$ cat src/acs_cfg.svh
// acs_cfg.svh: timing and field constants for the conversion sequencer.
// assumes: included by bare name from the design file.
`ifndef ACS_CFG_SVH
`define ACS_CFG_SVH

// =====================================================================
// control word field positions
`define ACS_CCS_HI       15
`define ACS_CCS_LO       14
`define ACS_STS_HI       13
`define ACS_STS_LO       12
`define ACS_PWR_OFF_BIT  0
`define ACS_CTRL_RESET   16'h0000

// =====================================================================
// phase lengths in half cpu periods, index = {ccs, sts}
`define ACS_SMP_00 {11'd400, 11'd200, 11'd140, 11'd120}
`define ACS_CMP_00 {11'd280, 11'd280, 11'd280, 11'd240}
`define ACS_EXT_00 {11'd44,  11'd52,  11'd16,  11'd28}
`define ACS_SMP_11 {11'd800, 11'd400, 11'd280, 11'd240}
`define ACS_CMP_11 {11'd560, 11'd560, 11'd560, 11'd480}
`define ACS_EXT_11 {11'd52,  11'd100, 11'd28,  11'd52}
`define ACS_SMP_10 {11'd1600, 11'd800, 11'd560, 11'd480}
`define ACS_CMP_10 {11'd1120, 11'd1120, 11'd1120, 11'd960}
`define ACS_EXT_10 {11'd164, 11'd196, 11'd52,  11'd100}
`define ACS_MIN_TOTAL_HALF 388
`define ACS_HALF_PER_CLK   2
`define ACS_RES_BITS       10

`endif

$ cat src/acs_pkg.sv
// acs_pkg.sv: types for the conversion sequencer.
// assumes: acs_cfg.svh on the include path.
`default_nettype none
package acs_pkg;
  typedef enum logic [2:0] {ST_IDLE, ST_SAMPLE, ST_COMPARE, ST_EXTRA} acs_state_t;
  typedef enum logic [1:0] {CCS_FAST = 2'b00, CCS_RSVD = 2'b01,
                            CCS_SLOW = 2'b10, CCS_MID = 2'b11} acs_ccs_t;
endpackage : acs_pkg
`default_nettype wire

$ cat src/acs_seq.sv
// acs_seq.sv: timing sequencer for one successive-approximation conversion.
// assumes: analog core outside gives comparator result, one clock, sync reset.
//
// What this block does
// - each conversion starts with a sample phase that charges the input capacitances.
// - after sampling, one comparison step per result bit resolves a 10-bit value.
// - phase lengths come from programmable settings counted in half cpu periods.
// - conversion-clock and sample-time selects sit in the upper four control bits.
// - all durations are counted in half-periods, two per cpu clock.
// - sample, comparison and an extra phase form one conversion; result loads at extra end.
// - with clock select 00 the phase lengths follow the fast timing table.
// - with clock select 11 the phase lengths follow the middle timing table.
// - with clock select 10 the phase lengths follow the slow timing table.
// - the shortest programmable conversion lasts 388 half-periods.
// - the result is a 10-bit code relative to the analog reference.
// - below analog ground reads 0x000, above the reference reads 0x3FF.
// - the power-off bit switches off the analog circuitry.
`include "acs_cfg.svh"
`default_nettype none

module acs_seq #(
  parameter int RES_BITS = `ACS_RES_BITS
) (
  input  wire logic                i_clk,
  input  wire logic                i_reset,
  input  wire logic [15:0]         i_converter_control_reg,
  input  wire logic                i_start,
  input  wire logic                i_cmp_above,
  input  wire logic                i_below_ground,
  input  wire logic                i_above_reference,
  output logic                     o_sample_en,
  output logic                     o_compare_en,
  output logic [RES_BITS-1:0]      o_dac_code,
  output logic                     o_analog_on,
  output logic                     o_busy,
  output logic                     o_result_valid,
  output logic                     o_config_error,
  output logic [RES_BITS-1:0]      o_result
);

  // =====================================================================
  // field decode
  logic [1:0]  conv_clock_select;
  logic [1:0]  sample_time_select;
  logic [10:0] smp_half;
  logic [10:0] cmp_half;
  logic [10:0] ext_half;
  logic [43:0] smp_tab;
  logic [43:0] cmp_tab;
  logic [43:0] ext_tab;

  assign conv_clock_select  = i_converter_control_reg[`ACS_CCS_HI:`ACS_CCS_LO];
  assign sample_time_select = i_converter_control_reg[`ACS_STS_HI:`ACS_STS_LO];

  always_comb begin
    case (acs_pkg::acs_ccs_t'(conv_clock_select))
      acs_pkg::CCS_FAST: begin
        smp_tab = `ACS_SMP_00;
        cmp_tab = `ACS_CMP_00;
        ext_tab = `ACS_EXT_00;
      end
      acs_pkg::CCS_MID: begin
        smp_tab = `ACS_SMP_11;
        cmp_tab = `ACS_CMP_11;
        ext_tab = `ACS_EXT_11;
      end
      acs_pkg::CCS_SLOW: begin
        smp_tab = `ACS_SMP_10;
        cmp_tab = `ACS_CMP_10;
        ext_tab = `ACS_EXT_10;
      end
      default: begin
        smp_tab = `ACS_SMP_00;
        cmp_tab = `ACS_CMP_00;
        ext_tab = `ACS_EXT_00;
      end
    endcase
    smp_half = smp_tab[sample_time_select*11 +: 11];
    cmp_half = cmp_tab[sample_time_select*11 +: 11];
    ext_half = ext_tab[sample_time_select*11 +: 11];
  end

  // half-periods are always even, so cycles = half / 2 exactly
  logic [9:0] smp_cyc;
  logic [9:0] cmp_cyc;
  logic [9:0] ext_cyc;
  assign smp_cyc = smp_half[10:1];
  assign cmp_cyc = cmp_half[10:1];
  assign ext_cyc = ext_half[10:1];

  // =====================================================================
  // sequencer state
  acs_pkg::acs_state_t   state_r, state_nxt;
  logic [9:0]            cnt_r, cnt_nxt;
  logic [9:0]            step_len_r, step_len_nxt;
  logic [9:0]            step_cnt_r, step_cnt_nxt;
  logic [3:0]            bit_r, bit_nxt;
  logic [RES_BITS-1:0]   sar_r, sar_nxt;
  logic [RES_BITS-1:0]   result_r, result_nxt;
  logic                  valid_r, valid_nxt;
  logic                  err_r, err_nxt;
  logic                  clamp_lo_r, clamp_lo_nxt;
  logic                  clamp_hi_r, clamp_hi_nxt;
  logic                  pwr_on_r, pwr_on_nxt;
  logic [RES_BITS-1:0]   trial;

  assign trial = sar_r | (RES_BITS'(1) << bit_r);

  always_comb begin
    state_nxt    = state_r;
    cnt_nxt      = cnt_r;
    step_len_nxt = step_len_r;
    step_cnt_nxt = step_cnt_r;
    bit_nxt      = bit_r;
    sar_nxt      = sar_r;
    result_nxt   = result_r;
    valid_nxt    = 1'b0;
    err_nxt      = err_r;
    clamp_lo_nxt = clamp_lo_r;
    clamp_hi_nxt = clamp_hi_r;
    pwr_on_nxt   = ~i_converter_control_reg[`ACS_PWR_OFF_BIT];
    case (state_r)
      acs_pkg::ST_IDLE: begin
        if (i_start && pwr_on_r) begin
          // reserved select refuses to start rather than guess a timing
          if (conv_clock_select == 2'(acs_pkg::CCS_RSVD)) begin
            err_nxt = 1'b1;
          end else begin
            err_nxt      = 1'b0;
            state_nxt    = acs_pkg::ST_SAMPLE;
            cnt_nxt      = smp_cyc - 10'd1;
            step_len_nxt = 10'(cmp_cyc / 10'(RES_BITS));
            sar_nxt      = '0;
            bit_nxt      = 4'(RES_BITS - 1);
            clamp_lo_nxt = 1'b0;
            clamp_hi_nxt = 1'b0;
          end
        end
      end
      acs_pkg::ST_SAMPLE: begin
        // out-of-range detect latched while the input is still tracked
        clamp_lo_nxt = i_below_ground;
        clamp_hi_nxt = i_above_reference;
        if (cnt_r == 10'd0) begin
          state_nxt    = acs_pkg::ST_COMPARE;
          cnt_nxt      = cmp_cyc - 10'd1;
          step_cnt_nxt = step_len_r - 10'd1;
        end else begin
          cnt_nxt = cnt_r - 10'd1;
        end
      end
      acs_pkg::ST_COMPARE: begin
        // one bit decided per step; leftover cycles pad the phase end
        if (step_cnt_r == 10'd0 && bit_r != 4'hF) begin
          if (!i_cmp_above) begin
            sar_nxt = trial;
          end
          bit_nxt      = bit_r - 4'd1;
          step_cnt_nxt = step_len_r - 10'd1;
        end else if (step_cnt_r != 10'd0) begin
          step_cnt_nxt = step_cnt_r - 10'd1;
        end
        if (cnt_r == 10'd0) begin
          state_nxt = acs_pkg::ST_EXTRA;
          cnt_nxt   = ext_cyc - 10'd1;
        end else begin
          cnt_nxt = cnt_r - 10'd1;
        end
      end
      acs_pkg::ST_EXTRA: begin
        if (cnt_r == 10'd0) begin
          state_nxt = acs_pkg::ST_IDLE;
          valid_nxt = 1'b1;
          if (clamp_lo_r) begin
            result_nxt = '0;
          end else if (clamp_hi_r) begin
            result_nxt = '1;
          end else begin
            result_nxt = sar_r;
          end
        end else begin
          cnt_nxt = cnt_r - 10'd1;
        end
      end
      default: begin
        state_nxt = acs_pkg::ST_IDLE;
      end
    endcase
    if (!pwr_on_r) begin
      state_nxt = acs_pkg::ST_IDLE;
    end
  end

  always_ff @(posedge i_clk) begin
    if (i_reset) begin
      state_r    <= acs_pkg::ST_IDLE;
      cnt_r      <= '0;
      step_len_r <= '0;
      step_cnt_r <= '0;
      bit_r      <= '0;
      sar_r      <= '0;
      result_r   <= '0;
      valid_r    <= 1'b0;
      err_r      <= 1'b0;
      clamp_lo_r <= 1'b0;
      clamp_hi_r <= 1'b0;
      pwr_on_r   <= 1'b0;
    end else begin
      state_r    <= state_nxt;
      cnt_r      <= cnt_nxt;
      step_len_r <= step_len_nxt;
      step_cnt_r <= step_cnt_nxt;
      bit_r      <= bit_nxt;
      sar_r      <= sar_nxt;
      result_r   <= result_nxt;
      valid_r    <= valid_nxt;
      err_r      <= err_nxt;
      clamp_lo_r <= clamp_lo_nxt;
      clamp_hi_r <= clamp_hi_nxt;
      pwr_on_r   <= pwr_on_nxt;
    end
  end

  // =====================================================================
  // registered outputs
  logic                sample_en_r;
  logic                compare_en_r;
  logic                busy_r;
  logic [RES_BITS-1:0] dac_r;

  always_ff @(posedge i_clk) begin
    if (i_reset) begin
      sample_en_r  <= 1'b0;
      compare_en_r <= 1'b0;
      busy_r       <= 1'b0;
      dac_r        <= '0;
    end else begin
      sample_en_r  <= (state_nxt == acs_pkg::ST_SAMPLE);
      compare_en_r <= (state_nxt == acs_pkg::ST_COMPARE);
      busy_r       <= (state_nxt != acs_pkg::ST_IDLE);
      dac_r        <= (bit_nxt == 4'hF) ? sar_nxt : (sar_nxt | (RES_BITS'(1) << bit_nxt));
    end
  end

  assign o_sample_en    = sample_en_r;
  assign o_compare_en   = compare_en_r;
  assign o_busy         = busy_r;
  assign o_dac_code     = dac_r;
  assign o_analog_on    = pwr_on_r;
  assign o_result_valid = valid_r;
  assign o_config_error = err_r;
  assign o_result       = result_r;

endmodule : acs_seq
`default_nettype wire

$ cat config.mk
export PLATFORM = sky130hd
export DESIGN_NAME = acs_seq
export DESIGN_NICKNAME = d
export VERILOG_FILES = /design/src/acs_pkg.sv /design/src/acs_seq.sv
export VERILOG_INCLUDE_DIRS = /design/src
export SDC_FILE = /design/constraint.sdc
export NUM_CORES = 1
export LEC_CHECK = 0
export ABC_AREA = 1
export BUFFER_PORTS_ARGS = -buffer_cell sky130_fd_sc_hd__buf_2
export CORE_MARGIN = 1
export CORE_UTILIZATION = 45
export DETAILED_ROUTE_END_ITERATION = 8
export PLACE_DENSITY_LB_ADDON = 0.2
export SYNTH_ARGS = -nofsm -noshare
export SYNTH_HDL_FRONTEND = slang
export SYNTH_SLANG_ARGS = --single-unit
$ cat constraint.sdc
create_clock -name i_clk -period 7.3 [get_ports i_clk]
set_input_delay 1.095 -clock i_clk [delete_from_list [all_inputs] [get_ports i_clk]]
set_output_delay 1.095 -clock i_clk [all_outputs]
set_load 0.01 [all_outputs]
==> results of run 1 <==
## cell usage in the layout (no fill, tap or decap), types with 4 or more instances in the layout
cell type    n
nand4_1     16
nor2_1      77
xor2_1      14
a21oi_1     34
o211ai_1     9
clkbuf_8     9
o22ai_1     13
nor4_1       5
inv_2        4
nand2_2     10
nor3_1      20
nand3_1     39
nand2_4     12
ha_1        20
clkinv_1     4
dfxtp_1     72
inv_1       96
a211oi_1     6
buf_2       36
nand2_1    128
a31oi_1      5
o21ai_0     56
## cells by family after synthesis
| logic type | Yosys count | share of synthesized area [%] |
|---|---|---|
| flops | 72 | 29.9 |
| xor+xnor | 17 | 3.25 |
| compound gates | 153 | 19.6 |
| mux | 1 | 0.286 |
| simple gates | 321 | 31.8 |
| fa+ha+maj | 20 | 5.19 |
| buf+inv | 122 | 9.84 |
| other cells | 1 | 0.0778 |
## power groups by stage
stage          clock [mW]  combinational (mW)  sequential (mW)
2_1_floorplan           0               0.218            0.416
3_3_place_gp            0               0.260            0.417
3_5_place_dp            0               0.266            0.417
4_1_cts             0.357               0.267            0.408
5_1_grt             0.374               0.303            0.409
6_report            0.350               0.267            0.408
## worst max-delay path: cells and delay by family
family,cells,cell delay (ns)
adders and majority gates,3,0.69
AOI/OAI and AO/OA,1,0.25
and+or+nand+nor,21,1.94
buffers and inverters,5,0.46
## through the flow
stage | cell area [µm²] | hold WS, ns
after floorplan | 4820 | 0.439
after global placement | 5080 | 0.453
after detailed placement | 5080 | 0.463
after CTS | 5310 | 0.483
after global routing | 5310 | 0.493
final | 5310 | 0.478
## cell type report
type | instances | area [µm²]
fill | 1059 | 5060
multi-input combinational | 513 | 2900
sequential | 72 | 1440
inverter | 104 | 390
timing repair buffer | 36 | 180
tap | 136 | 170
clock buffer | 10 | 128
clock inverter | 6 | 93.8
## worst paths after layout
path              depth (start not counted)                          to  slack, ns                   startpoint
setup reg to reg                         12       cnt_r[7]$_SDFFE_PP0P_       3.73        cnt_r[0]$_SDFFE_PP0P_
hold reg to reg                           1    o_result[0]$_SDFFE_PP0P_       0.48     o_result[0]$_SDFFE_PP0P_
hold / removal                            1    o_result[0]$_SDFFE_PP0P_       0.48     o_result[0]$_SDFFE_PP0P_
setup / recovery                         30  step_len_r[0]$_SDFFE_PP0P_       3.10  i_converter_control_reg[12]
## routing by layer
layer  wire, µm  share of wire, %
met1       5940                48
met2       5580                45
met3        691               5.6
met4        130               1.1
met5          0                 0
## sequential cells by signal, summed over array words and instances, names as in the netlist, 3 cells and up
signal	flops
step_cnt_r	10
step_len_r	7
bit_r	4
o_dac_code	10
sar_r	10
state_r	3
o_result	10
cnt_r	10
==> results.md, run 1 <==
* Status: finished clean
* Root Driver: clkbuf_8
* Final HPWL DP at 9320 µm
* Clk sinks at 72
* Mapped cell area at 0.00482 mm²
* IO Port Bufs at 36
* Routed Antenna Nets at 0
* Power Dens Cells at 193 mW/mm²
* Top_reg_cell synth: dfxtp_1
* Finish-stage setup viols at 0
* Core ar. at 0.0104 mm²
* Post-synth cell types at 57
* Worst-path maximum fanout at 11
* Proportion of power drawn by the clock network at 34.1%
* Share of the synthesized area in the top cell type at 29.9%
* Post-CTS Setup Bufs at 0
* Initial antenna violation count at 0
* Ys Warns at 0
* DR WL/cell at 14.1 µm
* CP max stage delay at 0.30 ns
* Setup TNS at 0 ns
* Flop pwr share at 39.8%
* Tot GR Track Use at 23.2%
* Die Area at 0.0111 mm²
* Met1 usage at 32.0%
* Combinational share of power at 26.1%
* Critical path's slowest cell: ha_1
* Vias at 4807
* Post-layout util at 51.2%
* Iteration-0 DRC Markers at 278
* RePlAce Congestion at 0.895
* CTS tree: yes
* Gate Count Post-Synth at 707
* Kind of end point of the critical path: flop
* Ant diodes at 0
* Total gr overflow at 0
* Tmin final at 4.20 ns
* Data arrival time of the worst path at 4.45 ns
* Fmax at 238 MHz
* Mapped Nets at 749
* CTS H-tree depth at 3
* Final Hold Fails at 0
* Die width at 105 µm
* Pleak at 2.41 nW
* Kind of critical path: in2reg
* Sequential area share after synthesis at 29.9%
* Top cell by count, worst path: nand2_2
* Startpoint Class: primary input
* Met2 usage at 37.1%
* Top-count cell post-synth: nand2_1
* CTS buffer count at 9
* Fin nets at 778
* Largest net degree at the start of global routing at 33
* CTS resizes at 0
* Initial Utilization at 46.5%
* Drc violations at 0
* Synth async-reset ratio at 0%
* Post-route insts no fill at 877
* Boundary pin count at 48
* DRT Wirelength at 12300 µm
* Share of cells above drive strength 1 at 13.1%
* Placed Cells at 861
* Site Rows at 37
* Die height at 105 µm
* Final Slew Violations at 0
* DR pass1 iterations at 5
* Worst slack, placed at 2.72 ns
* Number of flops mapped to enable cells by yosys at 0
* Commonest cells in the synthesized netlist: 128 x nand2_1, 96 x inv_1, 77 x nor2_1
* Hold-fix buffers, CTS at 0
* RSZ-0062 raised after global routing: false
* Syn-to-layout area delta at 10.1%
* Longest Clk Path Bufs at 2
* Syn Area/Cell at 6.82 µm²
* Post-synth top area cell: dfxtp_1
* Worst relative slew slack at 28.2%
* Worst-Margin Slew at 1.07 ns
* Vias/cell at 5.48
* Clk_skew at 0.0117 ns
* Number of global-route vias before repair at 4404
* Total power at 1.03 mW
* Internal power at 685 µW
* FF+latch count, synth at 72
* Clock transition at the registers of the reported paths at 0.08 ns
* Dominant cells by area after synthesis: dfxtp_1 30%, nand2_1 10%, inv_1 7.5%
* Top Usage Layer GRT: met2
* Net load switching power at 340 µW
* Worst setup margin at 3.10 ns
* Sw Ratio at 33.2%
* CP Data Required Time at 7.55 ns
* Clk Latency, worst-skew pair at 0.35 ns
* Max-Cap Viols at 0
* Peak supply drop at 0.0000932 V
* Period utilization at 57.6%
* First-pass GRT wire length at 20800 µm
* Met3 Usage GRT at 4.58%
* Worst Hold Class: reg2reg
(Power assumes the default switching activity.)
==> inputs of run 2 (changes only) <==
==> constraint.sdc (replaced) <==
create_clock -name i_clk -period 3.9 [get_ports i_clk]
set_input_delay 0.585 -clock i_clk [delete_from_list [all_inputs] [get_ports i_clk]]
set_output_delay 0.585 -clock i_clk [all_outputs]
set_load 0.01 [all_outputs]
==> run 2 against run 1 <==
Net effect:
- non-clock buffer count rose by 11
- via count fell by 2.0%
- clock power rose by 67%
- wire length fell by 2.6%
- critical path depth did not move
- worst setup slack got worse by 2.6 ns
- clock skew fell by 0.00069 ns
- first-iteration DRC count fell by 7.6%
==> results.md, run 2 (synthesis gave the netlist of run 1 again) <==
* Routed Antenna Nets at 0
* Tot GR Track Use at 22.5%
* Drc violations at 0
* Core ar. at 0.0104 mm²
* Die Area at 0.0111 mm²
* Fmax at 294 MHz
* Peak supply drop at 0.000247 V
* Largest net degree at the start of global routing at 30
* Boundary pin count at 48
* Vias/cell at 5.31
* Iteration-0 DRC Markers at 257
* CP max stage delay at 0.28 ns
* Sw Ratio at 34.0%
* Power Dens Cells at 347 mW/mm²
* Total gr overflow at 0
* Final Slew Violations at 0
* Fillers at 1056
* Worst Hold Class: in2reg
* CTS resizes at 0
* Worst-Margin Slew at 0.724 ns
* Syn-to-layout area delta at 11.3%
* Kind of end point of the critical path: flop
* Die height at 105 µm
* Share of cells above drive strength 1 at 14.4%
* Area of the multi-input gates at 0.00290 mm²
* Initial antenna violation count at 0
* IO Port Bufs at 36
* RePlAce Congestion at 0.929
* Data arrival time of the worst path at 3.65 ns
* Area taken by flip-flops and latches at 0.00144 mm²
* CTS buffer count at 9
* Startpoint Class: primary input
* CTS H-tree depth at 3
* CTS tree: yes
* Tmin final at 3.40 ns
* Clk sinks at 72
* Post-CTS Setup Bufs at 0
* Worst-path maximum fanout at 9
* Clock transition at the registers of the reported paths at 0.08 ns
* Vias at 4711
* Site Rows at 37
* Clk Latency, worst-skew pair at 0.35 ns
* Root Driver: clkbuf_8
* Status: finished clean
* DR pass1 iterations at 5
* DR WL/cell at 13.5 µm
* Final HPWL DP at 9510 µm
* Ant diodes at 0
* Most frequent cells in the layout: 128 x nand2_1, 96 x inv_1, 77 x nor2_1
* Period utilization at 87.2%
* Hold-fix buffers, CTS at 0
* Flop pwr share at 41.0%
* Clk_skew at 0.0110 ns
* Kind of critical path: in2reg
* Max-Cap Viols at 0
* Top cell by count, worst path: nand2_2
* First-pass GRT wire length at 20100 µm
* Final Hold Fails at 0
* Finish-stage setup viols at 0
* Die width at 105 µm
* RSZ-0062 raised after global routing: false
* Combinational share of power at 27.5%
* Fin nets at 789
* Longest Clk Path Bufs at 2
* CP Data Required Time at 4.15 ns
* Internal power at 1.23 mW
* Critical path's slowest cell: ha_1
* Worst relative slew slack at 51.3%
* Proportion of power drawn by the clock network at 31.5%
* Initial Utilization at 46.5%
* Net load switching power at 634 µW
* Number of global-route vias before repair at 4325
* Pleak at 2.45 nW
* DRT Wirelength at 12000 µm
* Setup TNS at 0 ns
* Most common cell after layout, fill and taps aside: nand2_1
* Total power at 1.86 mW
## run 2: per-layer routing
layer / GRT usage (%) / part of all wire, % / vias to the layer above / routed length [µm]
li1: - / - / 2453 / -
met2: 35.5 / 43 / 124 / 5210
met1: 31.3 / 49 / 2107 / 5940
met5: 0 / 0 / - / 0
met3: 3.53 / 5.0 / 27 / 600
met4: 6.84 / 2.2 / 0 / 264
## run 2: area by class of cell
class                      count  area share [%]
timing repair buffer          47            4.90
sequential                    72            26.9
clock inverter                 6            1.26
multi-input combinational    513            54.1
clock buffer                  10            2.38
inverter                     104            7.28
tap                          136            3.17
## run 2: worst paths after layout
check                                    from  slack [ns]                         end  depth (start not counted)
setup / recovery  i_converter_control_reg[12]        0.50  step_len_r[0]$_SDFFE_PP0P_                         30
hold / removal     i_converter_control_reg[0]        0.38      o_analog_on$_SDFF_PP0_                          2
setup reg to reg        cnt_r[0]$_SDFFE_PP0P_        0.85  step_cnt_r[9]$_SDFFE_PP0P_                         13
hold reg to reg      o_result[0]$_SDFFE_PP0P_        0.47    o_result[0]$_SDFFE_PP0P_                          1
## run 2: critical path, delay by kind of cell
family,cells,cell delay (ns)
AND/OR/NAND/NOR,21,1.71
adder cells (fa/ha/maj),3,0.67
buffers and inverters,5,0.40
AO/OA/AOI/OAI,1,0.26
## run 2: per-stage QoR
step	area [µm²]	util (%)	setup slack, ns	std cells	hold slack, ns
finish	5360	51.7	0.500	888	0.377
CTS	5360	51.7	0.472	888	0.364
global route	5360	51.7	0.144	888	0.380
global placement	5170	49.8	0.193	872	0.455
detailed placement	5170	49.8	0.105	872	0.464
floorplan	4820	-	0.404	707	0.439
## run 2: power by group through the flow
stage	registers (mW)	clock network [mW]	logic [mW]
after floorplan	0.779	0	0.409
after global placement	0.780	0	0.498
after detailed placement	0.780	0	0.511
after CTS	0.763	0.597	0.512
after global routing	0.765	0.624	0.579
final	0.763	0.586	0.512
==> inputs of run 3 (changes only) <==
--- a/config.mk
+++ b/config.mk
@@ -6,7 +6,6 @@
 export SDC_FILE = /design/constraint.sdc
 export NUM_CORES = 1
 export LEC_CHECK = 0
-export ABC_AREA = 1
 export BUFFER_PORTS_ARGS = -buffer_cell sky130_fd_sc_hd__buf_2
 export CORE_MARGIN = 1
 export CORE_UTILIZATION = 45
==> run 3 against run 2 <==
Net effect:
- final cell count shrank 4.3%
- die area is 0.33% lower
- wire length grew 5.9%
- sequential cell count unchanged
- worst hold slack better by 0.0047 ns
- maximum frequency shrank 9.3%
- sequential share of layout area down 1.3 points
- first-iteration DRC count grew 14%
- power fell by 6.8%
==> results.md, run 3 <==
* Mapped cell area at 0.00480 mm²
* Total gr overflow at 0
* Final Slew Violations at 0
* Worst-path maximum fanout at 4
* Post-CTS Setup Bufs at 0
* Ant diodes at 0
* Pleak at 2.28 nW
* Post-synth cell types at 78
* Die height at 105 µm
* DP Area at 0.00542 mm²
* Final Hold Fails at 0
* First-pass GRT wire length at 21700 µm
* Core ar. at 0.0103 mm²
* DR pass1 iterations at 5
* IO Port Bufs at 36
* CTS H-tree depth at 3
* Met2 usage at 39.6%
* Peak supply drop at 0.000179 V
* Worst Hold Class: in2reg
* Site Rows at 37
* Max-Cap Viols at 0
* DRT Wirelength at 12700 µm
* Mapped Nets at 691
* Flop pwr share at 43.8%
* Sequential area share after synthesis at 30.0%
* Top Usage Layer GRT: met2
* Combinational share of power at 23.8%
* Top cell by count, worst path: ha_2
* Initial antenna violation count at 0
* Met1 usage at 30.4%
* Post-synth top area cell: dfxtp_1
* Crit path buf inv count at 2
* Vias at 4862
* Boundary pin count at 48
* Most common cell after layout, fill and taps aside: nor2_1
* Status: finished clean
* Synth async-reset ratio at 0%
* Worst relative slew slack at 37.7%
* Tmin final at 3.75 ns
* Vias/cell at 5.72
* Post-route insts no fill at 850
* Sw Ratio at 32.5%
* Final HPWL DP at 9340 µm
* Share of the synthesized area in the top cell type at 30.0%
* Fin nets at 751
* Routed Antenna Nets at 0
* Most frequent cells in the layout: 91 x nor2_1, 72 x dfxtp_1, 57 x nand2_1
* CP Data Required Time at 4.10 ns
* Fmax at 267 MHz
* Kind of end point of the critical path: flop
* Largest net degree at the start of global routing at 50
* Longest Clk Path Bufs at 2
* Placed Cells at 834
* Initial Utilization at 46.5%
* Crit path cell chain: buf_2 > clkinv_8 > ha_1 > o22ai_2 > ha_2 > or2_4 > nor2_8 > or4_4 > o211ai_4 > nor2_2 > xnor2_1 > ha_2 > a311oi_1 > nand4_1 > o41ai_2 > a211oi_1 > nor4b_1 > a22o_1 > a221oi_2
* Clock transition at the registers of the reported paths at 0.09 ns
* Die Area at 0.0111 mm²
* Top-count cell post-synth: nor2_1
* Share of cells above drive strength 1 at 19.7%
* RePlAce Congestion at 0.850
* Power Dens Cells at 308 mW/mm²
* Hold-fix buffers, CTS at 0
* Finish-stage setup viols at 0
* Clk sinks at 72
* Met3 Usage GRT at 4.14%
* Drc violations at 0
* Ys Warns at 0
* CTS tree: yes
* Worst-Margin Slew at 0.935 ns
* CTS buffer count at 9
* Post-layout util at 54.5%
* Syn-to-layout area delta at 17.2%
* Tot GR Track Use at 23.7%
* Kind of critical path: in2reg
* DR WL/cell at 15.0 µm
* Startpoint Class: primary input
* Clk_skew at 0.0117 ns
* Data arrival time of the worst path at 3.94 ns
* Dominant cells by area after synthesis: dfxtp_1 30%, nor2_1 7.2%, a21oi_1 6.0%
* Period utilization at 96.1%
* Number of flops mapped to enable cells by yosys at 0
* Syn Area/Cell at 7.40 µm²
* Die width at 105 µm
* Clk Latency, worst-skew pair at 0.35 ns
* Top delay family on crit path: simple AND/OR/NAND/NOR gates
* Root Driver: clkbuf_8
* Critical path's slowest cell: or4_4
* FF+latch count, synth at 72
* Top_reg_cell synth: dfxtp_1
* Proportion of power drawn by the clock network at 32.4%
* CP max stage delay at 0.53 ns
* Number of global-route vias before repair at 4671
* Gate Count Post-Synth at 649
* Iteration-0 DRC Markers at 294
* Net load switching power at 564 µW
* Commonest cells in the synthesized netlist: 92 x nor2_1, 72 x dfxtp_1, 58 x a21oi_1
* Post-route cell area at 0.00563 mm²
* Internal power at 1.17 mW
run 3: worst paths after layout:
check / cells past startpoint / start / to / slack [ns]
worst min register to register: 2 / o_config_error$_SDFFE_PP0P_ / o_config_error$_SDFFE_PP0P_ / 0.47
worst max-delay path: 19 / i_converter_control_reg[15] / step_len_r[0]$_SDFFE_PP0P_ / 0.15
worst max register to register: 9 / cnt_r[0]$_SDFFE_PP0P_ / cnt_r[6]$_SDFFE_PP0P_ / 1.18
worst min-delay path: 2 / i_converter_control_reg[0] / o_analog_on$_SDFF_PP0_ / 0.38
run 3: worst register-to-register path, delay by kind of cell (launching register included):
family                   cells  cell delay (ns)
buffers and inverters        1             0.08
adder cells (fa/ha/maj)      1             0.24
flip-flops                   1             0.34
AO/OA/AOI/OAI                2             0.36
AND/OR/NAND/NOR              5             1.56
run 3: cell type report:
type / count / area (µm²)
Clock inverter: 7 / 60.1
Inverter: 24 / 120
Fill cell: 978 / 4700
Multi-Input combinational cell: 511 / 3120
Clock buffer: 9 / 124
Timing Repair Buffer: 91 / 593
Tap cell: 136 / 170
Sequential cell: 72 / 1440
run 3: timing repair:
action	in CTS	in global routing
setup endpoints to repair	0	1
gates resized for setup	0	5
endpoints found under the hold margin	0	0
run 3: cell families (layout without fill, tap and decap cells):
logic type               after synthesis  count (layout)  share of synthesized area (%)
adder cells (fa/ha/maj)               21              21                           5.42
AND/OR/NAND/NOR                      276             276                           28.7
flip-flops                            72              72                           30.0
multiplexers                           4               4                          0.938
AO/OA/AOI/OAI                        192             192                           25.8
buffers and inverters                 66             131                           5.91
XOR/XNOR                              17              17                           3.10
other                                  1               1                         0.0781
run 3: power by group through the flow:
stage / clock [mW] / combinational [mW] / sequential, mW
CTS: 0.572 / 0.406 / 0.761
finish: 0.561 / 0.413 / 0.761
floorplan: 0 / 0.284 / 0.775
global placement: 0 / 0.398 / 0.777
global route: 0.605 / 0.456 / 0.763
detailed placement: 0 / 0.403 / 0.778
run 3: metrics by stage:
| step | total power, mW | TNS [ns] | setup slack (ns) | hold slack (ns) |
|---|---|---|---|---|
| after detailed placement | 1.18 | -0.217 | -0.217 | 0.459 |
| final | 1.74 | 0 | 0.153 | 0.382 |
| after global routing | 1.82 | -0.00413 | -0.00413 | 0.378 |
| after CTS | 1.74 | 0 | 0.158 | 0.374 |
| after floorplan | 1.06 | -0.149 | -0.149 | 0.445 |
| after global placement | 1.18 | -0.138 | -0.138 | 0.458 |
run 3: per-layer routing:
metal | share of wire, % | up-vias
met2 | 48 | 142
met3 | 5.7 | 23
met4 | 1.6 | 0
met5 | 0 | -
li1 | - | 2457
met1 | 45 | 2240
